==> src/mmc_map.vh <==
// Memory map control constants: register indices, fields, reset values, map windows.
// Assumes inclusion by the mode control design files only.
`ifndef MMC_MAP_VH
`define MMC_MAP_VH
// Register indices; byte address on APB is four times the index
`define IDX_RSVD_0A      8'h0a
`define IDX_MODE         8'h0b
`define IDX_RSVD_10      8'h10
`define IDX_DIRECT       8'h11
`define IDX_RSVD_12      8'h12
`define IDX_RSVD_13      8'h13
`define IDX_RSVD_14      8'h14
`define IDX_PAGE         8'h15
// Own choice: read-only status register index
`define IDX_STATUS       8'h16
// Fields
`define MODE_BIT         7
`define PAGE_MSB         3
// Reset values
`define DIRECT_RST       8'h00
`define PAGE_RST         4'he
// Local windows and mode encodings
`define WIN_LO           2'b10
`define FIX_PAGE_0       4'hc
`define FIX_PAGE_1       4'hd
`define FIX_PAGE_3       4'hf
`define DBG_RES_HI       8'hff
`define MODE_SS          1'b0
`define MODE_NS          1'b1
`endif

==> src/mmc_regs.v <==
// Register store for the memory map control block: direct page and flash page.
// Assumes writes arrive as single-cycle strobes on the system clock.
`timescale 1ns/1ps
`include "mmc_map.vh"
module mmc_regs (
  input  wire       ref_clk_i,    // System clock
  input  wire       rst_n_i,      // Async reset, active low
  input  wire       dir_we_i,     // Direct page write strobe
  input  wire       page_we_i,    // Flash page write strobe
  input  wire [7:0] wdata_i,      // Write data
  output reg  [7:0] direct_o,     // Direct page base
  output reg  [3:0] page_o        // Flash page index
);
  always @(posedge ref_clk_i or negedge rst_n_i) begin
    if (!rst_n_i) begin
      direct_o <= `DIRECT_RST;
      page_o   <= `PAGE_RST;
    end else begin
      if (dir_we_i) begin
        direct_o <= wdata_i;
      end
      if (page_we_i) begin
        page_o <= wdata_i[`PAGE_MSB:0];
      end
    end
  end
endmodule

==> src/mmc_top.v <==
// Memory map and mode control: two-master arbitration, paging, mode and security.
// Assumes an APB master on the system clock and single-cycle master requests.
//
// Functional notes
// - Mode pin captured on the third edge after reset release
// - Only normal and special single-chip modes
// - Special mode enters debug after reset
// - Unmapped core access triggers system reset
// - Paging reaches 256 kByte global space
// - Arbitrate core and debug master accesses
// - Separate address decode per master
// - Secured part blocks external flash access
// - Even address aligned, odd misaligned
// - Page index maps flash at 0x8000-0xBFFF
// - Direct page forms local address bits 15:8
// - Illegal mode write ignored, locks in normal
// - Mode register writes ignored while secured
`timescale 1ns/1ps
`include "mmc_map.vh"
module mmc_top #(
  parameter MAP_TOP = 16'hbfff   // Highest implemented core address below fixed pages
) (
  input  wire        ref_clk_i,      // 100 MHz system clock
  input  wire        rst_n_i,        // Async reset, active low
  input  wire        mode_select_pin_i, // Mode strap pin, async
  input  wire        secured_i,      // Part secured, from flash logic
  input  wire        cpu_req_i,      // Core access request
  input  wire [15:0] cpu_addr_i,     // Core local address
  input  wire        cpu_direct_i,   // Core access uses direct addressing
  input  wire        dbg_req_i,      // Debug module access request
  input  wire [15:0] dbg_addr_i,     // Debug module local address
  input  wire        dbg_ext_i,      // Debug access comes from outside
  input  wire        dbg_active_i,   // Debug firmware is active
  input  wire        psel,           // APB select
  input  wire        penable,        // APB enable
  input  wire        pwrite,         // APB direction
  input  wire [31:0] paddr,          // APB byte address
  input  wire [31:0] pwdata,         // APB write data
  output wire        pready,         // APB ready
  output reg  [31:0] prdata,         // APB read data
  output wire        pslverr,        // APB error
  output wire        cpu_gnt_o,      // Core granted this cycle
  output wire        dbg_gnt_o,      // Debug module granted this cycle
  output reg  [17:0] glb_addr_o,     // Global address of granted access
  output reg         glb_valid_o,    // Global address valid
  output reg         misaligned_o,   // Granted access is odd
  output reg         flash_blk_o,    // Access refused by security
  output reg         sys_reset_req_o, // System reset on illegal access
  output wire        special_mode_o, // Special single-chip mode
  output reg         debug_entry_o   // Enter active debug after reset
);
  localparam ST_IDLE = 3'b001;
  localparam ST_CPU  = 3'b010;
  localparam ST_DBG  = 3'b100;

  reg        pin_s1;
  reg        pin_s2;
  reg        strap_done;
  reg  [1:0] strap_wait;
  reg        mode_bit;
  reg        mode_lock;
  reg  [2:0] state;
  reg  [2:0] next_state;
  reg        last_dbg;
  wire [7:0] direct;
  wire [3:0] page;
  wire [7:0] idx;
  wire       wr;
  wire       mode_wr;
  wire       mode_ok;

  assign idx     = paddr[9:2];
  assign wr      = psel & penable & pwrite;
  assign pready  = 1'b1;
  assign pslverr = 1'b0;
  assign special_mode_o = (mode_bit == `MODE_SS);

  // Strap passes two flops; first flop read only by the second
  always @(posedge ref_clk_i or negedge rst_n_i) begin
    if (!rst_n_i) begin
      pin_s1 <= 1'b0;
      pin_s2 <= 1'b0;
    end else begin
      pin_s1 <= mode_select_pin_i;
      pin_s2 <= pin_s1;
    end
  end

  // Any write in special mode, or a write keeping normal in normal mode, is permitted
  assign mode_ok = (mode_bit == `MODE_SS) | (pwdata[`MODE_BIT] == mode_bit);
  assign mode_wr = wr & (idx == `IDX_MODE) & ~secured_i & ~mode_lock;

  always @(posedge ref_clk_i or negedge rst_n_i) begin
    if (!rst_n_i) begin
      strap_done    <= 1'b0;
      strap_wait    <= 2'b00;
      mode_bit      <= `MODE_NS;
      mode_lock     <= 1'b0;
      debug_entry_o <= 1'b0;
    end else if (!strap_done) begin
      // Wait until both sync flops hold the pin, not their reset value
      strap_wait <= {strap_wait[0], 1'b1};
      if (strap_wait[1]) begin
        strap_done    <= 1'b1;
        mode_bit      <= pin_s2;
        debug_entry_o <= (pin_s2 == `MODE_SS);
      end
    end else begin
      debug_entry_o <= 1'b0;
      if (mode_wr) begin
        if (mode_ok) begin
          mode_bit <= pwdata[`MODE_BIT];
        end else if (mode_bit == `MODE_NS) begin
          mode_lock <= 1'b1;
        end
      end
    end
  end

  // Direct page: any time in special; in normal only while never written since reset
  reg dir_written;
  wire dir_we;
  wire page_we;
  assign dir_we  = wr & (idx == `IDX_DIRECT) & (special_mode_o | ~dir_written);
  assign page_we = wr & (idx == `IDX_PAGE);

  always @(posedge ref_clk_i or negedge rst_n_i) begin
    if (!rst_n_i) begin
      dir_written <= 1'b0;
    end else if (dir_we) begin
      dir_written <= 1'b1;
    end
  end

  mmc_regs u_regs (
    .ref_clk_i (ref_clk_i),
    .rst_n_i   (rst_n_i),
    .dir_we_i  (dir_we),
    .page_we_i (page_we),
    .wdata_i   (pwdata[7:0]),
    .direct_o  (direct),
    .page_o    (page)
  );

  // Reserved and unknown indices read zero and ignore writes
  always @(posedge ref_clk_i or negedge rst_n_i) begin
    if (!rst_n_i) begin
      prdata <= 32'h0;
    end else if (psel & ~penable & ~pwrite) begin
      case (idx)
        `IDX_MODE:   prdata <= {24'h0, mode_bit, 7'h0};
        `IDX_DIRECT: prdata <= {24'h0, direct};
        `IDX_PAGE:   prdata <= {28'h0, page};
        `IDX_STATUS: prdata <= {28'h0, mode_lock, secured_i, dir_written, mode_bit};
        default:     prdata <= 32'h0;
      endcase
    end
  end

  // Local to global translation
  function [17:0] to_global;
    input [15:0] a;
    input [3:0]  pg;
    begin
      case (a[15:14])
        2'b00:   to_global = {`FIX_PAGE_0, a[13:0]};
        2'b01:   to_global = {`FIX_PAGE_1, a[13:0]};
        `WIN_LO: to_global = {pg, a[13:0]};
        default: to_global = {`FIX_PAGE_3, a[13:0]};
      endcase
    end
  endfunction

  // Alternating priority when both request in one cycle
  always @* begin
    case (state)
      ST_IDLE, ST_CPU, ST_DBG: begin
        if (cpu_req_i & dbg_req_i) begin
          next_state = last_dbg ? ST_CPU : ST_DBG;
        end else if (dbg_req_i) begin
          next_state = ST_DBG;
        end else if (cpu_req_i) begin
          next_state = ST_CPU;
        end else begin
          next_state = ST_IDLE;
        end
      end
      default: next_state = ST_IDLE;
    endcase
  end

  assign cpu_gnt_o = (next_state == ST_CPU);
  assign dbg_gnt_o = (next_state == ST_DBG);

  wire [15:0] cpu_local;
  wire        cpu_unmapped;
  wire        dbg_flash;
  wire        dbg_hidden;
  assign cpu_local    = cpu_direct_i ? {direct, cpu_addr_i[7:0]} : cpu_addr_i;
  assign cpu_unmapped = (cpu_local > MAP_TOP) & (cpu_local[15:14] == `WIN_LO);
  assign dbg_flash    = dbg_addr_i[15];
  // Debug resources in the top page only while debug is active
  assign dbg_hidden   = ~dbg_active_i & (dbg_addr_i[15:8] == `DBG_RES_HI);

  always @(posedge ref_clk_i or negedge rst_n_i) begin
    if (!rst_n_i) begin
      state           <= ST_IDLE;
      last_dbg        <= 1'b0;
      glb_addr_o      <= 18'h0;
      glb_valid_o     <= 1'b0;
      misaligned_o    <= 1'b0;
      flash_blk_o     <= 1'b0;
      sys_reset_req_o <= 1'b0;
    end else begin
      state           <= next_state;
      glb_valid_o     <= 1'b0;
      flash_blk_o     <= 1'b0;
      sys_reset_req_o <= 1'b0;
      if (next_state == ST_CPU) begin
        last_dbg        <= 1'b0;
        glb_addr_o      <= to_global(cpu_local, page);
        misaligned_o    <= cpu_local[0];
        glb_valid_o     <= ~cpu_unmapped;
        sys_reset_req_o <= cpu_unmapped;
      end else if (next_state == ST_DBG) begin
        last_dbg     <= 1'b1;
        glb_addr_o   <= to_global(dbg_addr_i, page);
        misaligned_o <= dbg_addr_i[0];
        if (secured_i & dbg_ext_i & dbg_flash) begin
          flash_blk_o <= 1'b1;
        end else begin
          glb_valid_o <= ~dbg_hidden;
        end
      end
    end
  end
endmodule

==> config.mk <==
export PLATFORM = sky130hd
export DESIGN_NAME = mmc_top
export DESIGN_NICKNAME = d
export VERILOG_FILES = /design/src/mmc_regs.v /design/src/mmc_top.v
export VERILOG_INCLUDE_DIRS = /design/src /design/src/src
export SDC_FILE = /design/constraint.sdc
export NUM_CORES = 1
export LEC_CHECK = 0
export BUFFER_PORTS_ARGS = -buffer_cell sky130_fd_sc_hd__buf_2
export CAP_MARGIN = 20
export CELL_PAD_IN_SITES_DETAIL_PLACEMENT = 1
export CELL_PAD_IN_SITES_GLOBAL_PLACEMENT = 1
export CORE_UTILIZATION = 31
export DETAILED_ROUTE_END_ITERATION = 10
export PLACE_DENSITY = 0.77
export SLEW_MARGIN = 30
export SYNTH_ARGS = -nofsm -noshare
export SYNTH_HDL_FRONTEND = slang
export SYNTH_SLANG_ARGS = --single-unit
==> constraint.sdc <==
create_clock -name ref_clk_i -period 2.13 [get_ports ref_clk_i]
set_input_delay 0.213 -clock ref_clk_i [delete_from_list [all_inputs] [get_ports ref_clk_i]]
set_output_delay 0.213 -clock ref_clk_i [all_outputs]
set_load 0.03 [all_outputs]
### Word level (Yosys, flattened, before mapping)

Cells that the tools add are included.

| storage, ports and cells | value |
|---|---|
| output and inout bits | 60 |
| register bits after elaboration | 79 |

| cells by class | value |
|---|---|
| multiplexer cells | 30 |
| reductions and logical operators | 7 |
| magnitude comparators | 1 |
| equal/unequal tests | 17 |
| bitwise operators | 28 |

Operators with widths:

| kind | count |
|---|---|
| one-hot mux 18 bit (3 select lines) | 2 |
| two-way mux 18 bit | 2 |
| one-hot mux 8 bit (4 select lines) | 1 |
| equality test 8 x 5 -> 1 bit (second input constant) | 3 |
| two-way mux 1 bit | 19 |
| greater-than comparator 16 bit (second input constant) | 1 |
| two-way mux 16 bit | 1 |
| bitwise AND 1 bit | 15 |
| two-way mux 3 bit | 4 |
| NOT 1 bit | 11 |
| equality test 8 x 4 -> 1 bit (second input constant) | 1 |
| equality test 8 bit (second input constant) | 1 |
| equality test 3 x 2 -> 1 bit (second input constant) | 2 |
| equality test 3 bit (second input constant) | 2 |
| equality test 2 x 1 -> 1 bit (second input constant) | 2 |
| equality test 2 bit (second input constant) | 2 |
| zero test 2 bit | 2 |
| inequality test 2 x 1 -> 1 bit (second input constant) | 2 |
| AND reduction 4 bit | 1 |
| nonzero test 2 bit | 2 |
| equality test 3 x 1 -> 1 bit (second input constant) | 1 |
| AND reduction 3 bit | 1 |
| OR reduction 3 bit | 1 |
| two-way mux 2 bit | 1 |
| 2 further kinds | 3 |

### Logic depth before layout (Yosys ltp)

| depth | value |
|---|---|
| word-level depth | 7 |
| depth in mapped cells | 7 |
| depth with buffers taken out | 6 |

### Hierarchy

Synthesis repeated with hierarchy kept, for this count alone.

| second synthesis, totals | value |
|---|---|
| cells, all modules | 258 |
| area total of the unflattened synthesis | 2726.4 um^2 |

By module, submodules not included:

| module | instances | area each (um^2) | cells each |
|---|---|---|---|
| mmc_top | 1 | 2245.9 | 233 |
| mmc_regs | 1 | 480.5 | 25 |

### Least setup slack after synthesis

Ideal clock, no wire load.

| path | value |
|---|---|
| path type | register to register |
| start point | register state[0] |
| end point | register glb_addr_o[14] |
| buffers on the path | 1 |
| library setup time | 0.127 ns |
| setup slack | 0.549 ns |
| period minus slack after synthesis | 1.581 ns |
| arrival | 1.454 ns |
| stages on the path, launching flop included | 7 |
| cell sequence | dfstp_2 -> xor2_1 -> mux2i_1 -> nor2_1 -> buf_2 -> a211oi_1 -> o31ai_1 |

| on the way | value |
|---|---|
| word-level cells in the longest chain between the ends | 5 |
| elaborated cells on any way between the ends | 9 |

RTL lines:

| element | line | RTL |
|---|---|---|
| start: declaration | mmc_top.v:62 | `reg [2:0] state;` |
| start signal: assignment | mmc_top.v:215 | `state <= next_state;` |
| equality test 3 x 1 -> 1 bit (tied with other cells) | mmc_top.v:176 | `case (state)` |
| OR reduction 3 bit (*) | mmc_top.v:176 |  |
| two-way mux 3 bit (*) | mmc_top.v:176 |  |
| equality test 3 x 2 -> 1 bit / equality test 3 bit (equally long branches) | mmc_top.v:219, mmc_top.v:225 |  |
| two-way mux 18 bit / nonzero test 2 bit (equally long branches) | - |  |
| end signal: assignment | mmc_top.v:221 | `glb_addr_o <= to_global(cpu_local, page);` |
| end signal: assignment | mmc_top.v:227 | `glb_addr_o <= to_global(dbg_addr_i, page);` |
| end: declaration | mmc_top.v:44 | `output reg [17:0] glb_addr_o,` |

Mark *: on every way between the ends. The rest lies on a longest branch, timed or not.
A chain may end at the register's enable or synchronous reset.

### Final worst setup path

| path | value |
|---|---|
| start point | register state[0] |
| end point | register glb_addr_o[11] |

Same word-level chain as after synthesis.

==> results by stage <==
CTS:
- The buffer type at the clock tree root is sky130_fd_sc_hd__clkbuf_8.
- After clock tree synthesis, the clock-pin slew on the worst setup and hold paths is ~0.10 ns.
- The clock latency at the later pin of the worst-skew pair is 0.32 ns.
- Clock tree synthesis inserted a total of 5 buffers.
- Clock tree synthesis found a total of 54 sinks.
- The longest clock path from root to sink contains 2 buffers.
- The H-tree was split into 2 levels.
- The CTS tree is done.
- The number of instances resized during post-cts repair is 0.

Placed design:
- Buffers placed on the I/O ports in this run total 93.
- The weighted congestion reported at the end of routability-driven placement is 0.814.
- The placed standard-cell area is 0.00325 sq mm.
- The detailed placer's ending HPWL is 5490 um.

Power:
- The switching component of the power is about 1.6 mW.
- In this run, the combinational gates consume 44.7% of the power.
- The power per cell area is around 1100 mW/mm^2.
- The clock network burns 16.8% of the power.
- The peak supply drop is 398 uV.
- The proportion of power drawn by flip-flops and latches is 38.5%.
- The net switching share of the total power is around 44%.
- The analysis attributes to cell leakage a power of 1.68 nW.
- The overall power consumption is roughly 3.6 mW.
- The internal cell power is roughly 2 mW.

Global route:
- The via count of the first global-routing pass was 2250.
- Entering global routing, the biggest net connects 33 pins.
- The number of antenna violations at the first check in global routing is 0.
- The first-pass GRT wire length is ~11000 um.
- The aggregate global-route resource usage is 16.1%.
- For this run the aggregate overflow at the end of global routing stands at 0.

STA:
- For the pin with the worst max-slew slack, the measured transition is approximately 0.65 ns.
- The final-report hold violation count is 0.
- The maximum clock skew at final layout is ~0.014 ns.
- For this run, the top clock speed supported by timing is roughly 530 MHz.
- Setup repair after global routing left no endpoint under its margin.
- In the finished design, the share of the clock period the worst path needs comes to 88.5%.
- The post-route worst hold slack is 0.124 ns.
- The max-slew violation count was 0.
- The worst slew margin relative to its limit is 56.3%.
- The final count of negative-setup-slack endpoints is 0.
- Counting I/O delays and the setup requirement, the final critical path takes 1.89 ns.

Cells and area:
- With fillers left out, the area of the finished cells amounts to 0.00337 sq mm.
- The post-route netlist has 36.9% of its cells at a drive strength greater than 1.
- The register area is 0.00136 sq mm.
- Leaving out fill and tap cells, the most frequent cell in the layout is sky130_fd_sc_hd__buf_2.
- The area growth from synthesis to layout is 22.3%.
- In the final design database the tool counted 470 nets.
- Leaving out fill and tap cells, the most frequent cells in the layout are 93 x sky130_fd_sc_hd__buf_2, 49 x sky130_fd_sc_hd__dfrtp_1, 27 x sky130_fd_sc_hd__conb_1.
- The number of filler instances in the final layout is 1022.
- Summing all multi-input logic gate instances after layout gives 0.00122 sq mm.
- The repair_antennas step left the layout with diodes totalling 0.

Logic synthesis:
- Summed over its instances, the top area cell type makes up 44.6% of the synthesized netlist area.
- The synthesized area divided by synthesized cell count is 10.3 sq um.
- The cell count after synthesis is 266.
- The count of distinct cell types in the synthesized netlist is 46.
- The netlist area before placement is roughly 0.0028 sq mm.
- Synthesis inferred between 50 and 60 register bits.
- In the synthesized netlist the dominant register cell turns out to be sky130_fd_sc_hd__dfrtp_1.
- The total of warnings raised by yosys is 0.
- The fraction of the yosys area taken by sequential cells is 49.3%.
- In the synthesized netlist the async set-or-reset flop fraction comes to 100%.
- The number of flops mapped to enable cells by yosys is 0.
- The synthesized design spends more area on one cell type than any other, namely sky130_fd_sc_hd__dfrtp_1.
- By area the synthesized netlist is led by sky130_fd_sc_hd__dfrtp_1 45%, sky130_fd_sc_hd__buf_4 7.6%, sky130_fd_sc_hd__mux2i_1 5.1%, sky130_fd_sc_hd__dfstp_2 4.8%, sky130_fd_sc_hd__mux2_4 4.4%.

Status:
- The flow ran to the end, and the final reports show no timing, DRC or antenna violations.

Detailed routing:
- The remaining design rule violation count is 0.
- In this run the remaining antenna-violating nets after routing total 0.
- After detailed routing, the number of vias per cell comes to 4.70.
- For this block, the routed nets add up to 7090 um of wire.
- For this block, the via count after detailed routing is 2212.
- For this block, the initial DRC count from the detailed router was 75.
- The pre-antenna-repair detailed-routing pass consisted of 4 iterations.
- Dividing the detail-routed wire length by the instance count gives 15.1 um.

Job:
- The max-capacitance violation count is 0.

Die:
- In this run the horizontal extent of the chip is 96.2 um.
- The effective utilization at floorplan is 31.9%.
- The area of the die is 0.00926 sq mm.
- The count of standard-cell rows is 34.
- The chip height is 96.2 um.
- The region available for standard cell placement spans between 0.008 and 0.009 sq mm.
- The number of top-level design ports is 168.

Min path:
- The worst hold-check path type is in2reg.
- The hold path depth is 2.

Worst setup path:
- STA classifies the critical path startpoint as a flop.
- The critical path in this run is classified as reg2reg.
- STA classifies the critical path endpoint as a flop.
- Of all nets on the critical path, the largest fanout is 28.
- The worst reg2reg path depth is 7.
- The worst path arrival time is 2.11 ns.
- The endpoint required time on the critical path is between 2 and 2.5 ns.
cells in the mapped netlist (2+ instances only):
cell type                  instances
sky130_fd_sc_hd__dfrtp_1          49
sky130_fd_sc_hd__buf_4            28
sky130_fd_sc_hd__nor2_1           27
sky130_fd_sc_hd__nand2_1          26
sky130_fd_sc_hd__o21ai_0          18
sky130_fd_sc_hd__mux2i_1          14
sky130_fd_sc_hd__a211oi_1          9
sky130_fd_sc_hd__a21oi_1           8
sky130_fd_sc_hd__mux2_4            8
sky130_fd_sc_hd__nor3_1            8
sky130_fd_sc_hd__o22ai_1           8
sky130_fd_sc_hd__mux2_2            7
sky130_fd_sc_hd__clkbuf_1          5
sky130_fd_sc_hd__dfstp_2           5
sky130_fd_sc_hd__inv_1             5
sky130_fd_sc_hd__buf_2             3
sky130_fd_sc_hd__nand2b_1          3
sky130_fd_sc_hd__nor2b_1           3
sky130_fd_sc_hd__a21o_1            2
sky130_fd_sc_hd__a31oi_1           2
sky130_fd_sc_hd__conb_1            2
sky130_fd_sc_hd__nand4_1           2
final timing paths:
kind / slack, ns / startpoint / endpoint
worst max-delay path: 0.24 / state[0] / glb_addr_o[11]
worst min-delay path: 0.12 / pwdata[4] / u_regs.direct_o[4]
worst max register to register: 0.24 / state[0] / glb_addr_o[11]
worst min register to register: 0.37 / pin_s1 / pin_s2
max in group asynchronous: 1.04 / rst_n_i / u_regs.page_o[2]
min in group asynchronous: 0.43 / rst_n_i / u_regs.direct_o[4]
worst max-delay path: stages, from the launching register on:
cell,delay (ns)
sky130_fd_sc_hd__dfstp_2,0.55
sky130_fd_sc_hd__xor2_1,0.06
sky130_fd_sc_hd__mux2i_1,0.23
sky130_fd_sc_hd__buf_4,0.20
sky130_fd_sc_hd__nor2_1,0.07
sky130_fd_sc_hd__inv_2,0.34
sky130_fd_sc_hd__nor3_1,0.09
sky130_fd_sc_hd__a211oi_1,0.24
metrics by stage:
stage	utilization [%]	worst slack, ns	instances	setup TNS, ns
floorplan	-	0.549	291	0
global placement	37.7	-0.00497	461	-0.00523
detailed placement	37.7	0.225	461	0
CTS	38.9	0.208	470	0
global route	39.0	0.0610	471	0
finish	39.0	0.245	471	0
cell families after synthesis:
kind of cell,synth area share [%]
flops,49.3
simple gates,15.6
compound gates,12.4
buf+inv,9.69
other cells,0.273
mux,12.3
xor+xnor,0.318
per-layer routing:
layer	GRT usage (%)	vias up	share of wire, %
met2	28.5	73	49
li1	-	1066	-
met1	19.6	1067	44
met4	3.36	0	0.79
met5	0	-	0
met3	3.95	6	6.4
sequential cells by signal (all words and copies together), names as in the netlist, 2 cells and up:
| signal | flops |
|---|---|
| glb_addr_o | 18 |
| prdata | 8 |
| u_regs.direct_o | 8 |
| u_regs.page_o | 4 |
| state | 3 |
| strap_wait | 2 |
power by group through the flow:
| stage | sequential [mW] | combinational (mW) | clock, mW |
|---|---|---|---|
| floorplan | 1.74 | 0.796 | 0 |
| global placement | 1.39 | 1.58 | 0 |
| detailed placement | 1.41 | 1.62 | 0 |
| CTS | 1.38 | 1.62 | 0.643 |
| global route | 1.41 | 1.75 | 0.672 |
| finish | 1.38 | 1.61 | 0.604 |
repair_timing:
| item | in CTS | in global routing |
|---|---|---|
| buffers inserted | 0 | 0 |
| endpoints found under the setup margin | 0 | 0 |
| endpoints found under the hold margin | 22 | 1 |
| hold buffers | 1 | 1 |
cell type report:
| class | instances | share of cell area [%] |
|---|---|---|
| clock buffers | 7 | 2.57 |
| well taps | 108 | 4.01 |
| clock inverters | 1 | 0.149 |
| inverters | 6 | 0.669 |
| multi-input cells | 195 | 36.4 |
| repair buffers | 100 | 15.9 |
| flip-flops and latches | 54 | 40.3 |
Note: power is estimated with default switching activity, not from simulation.
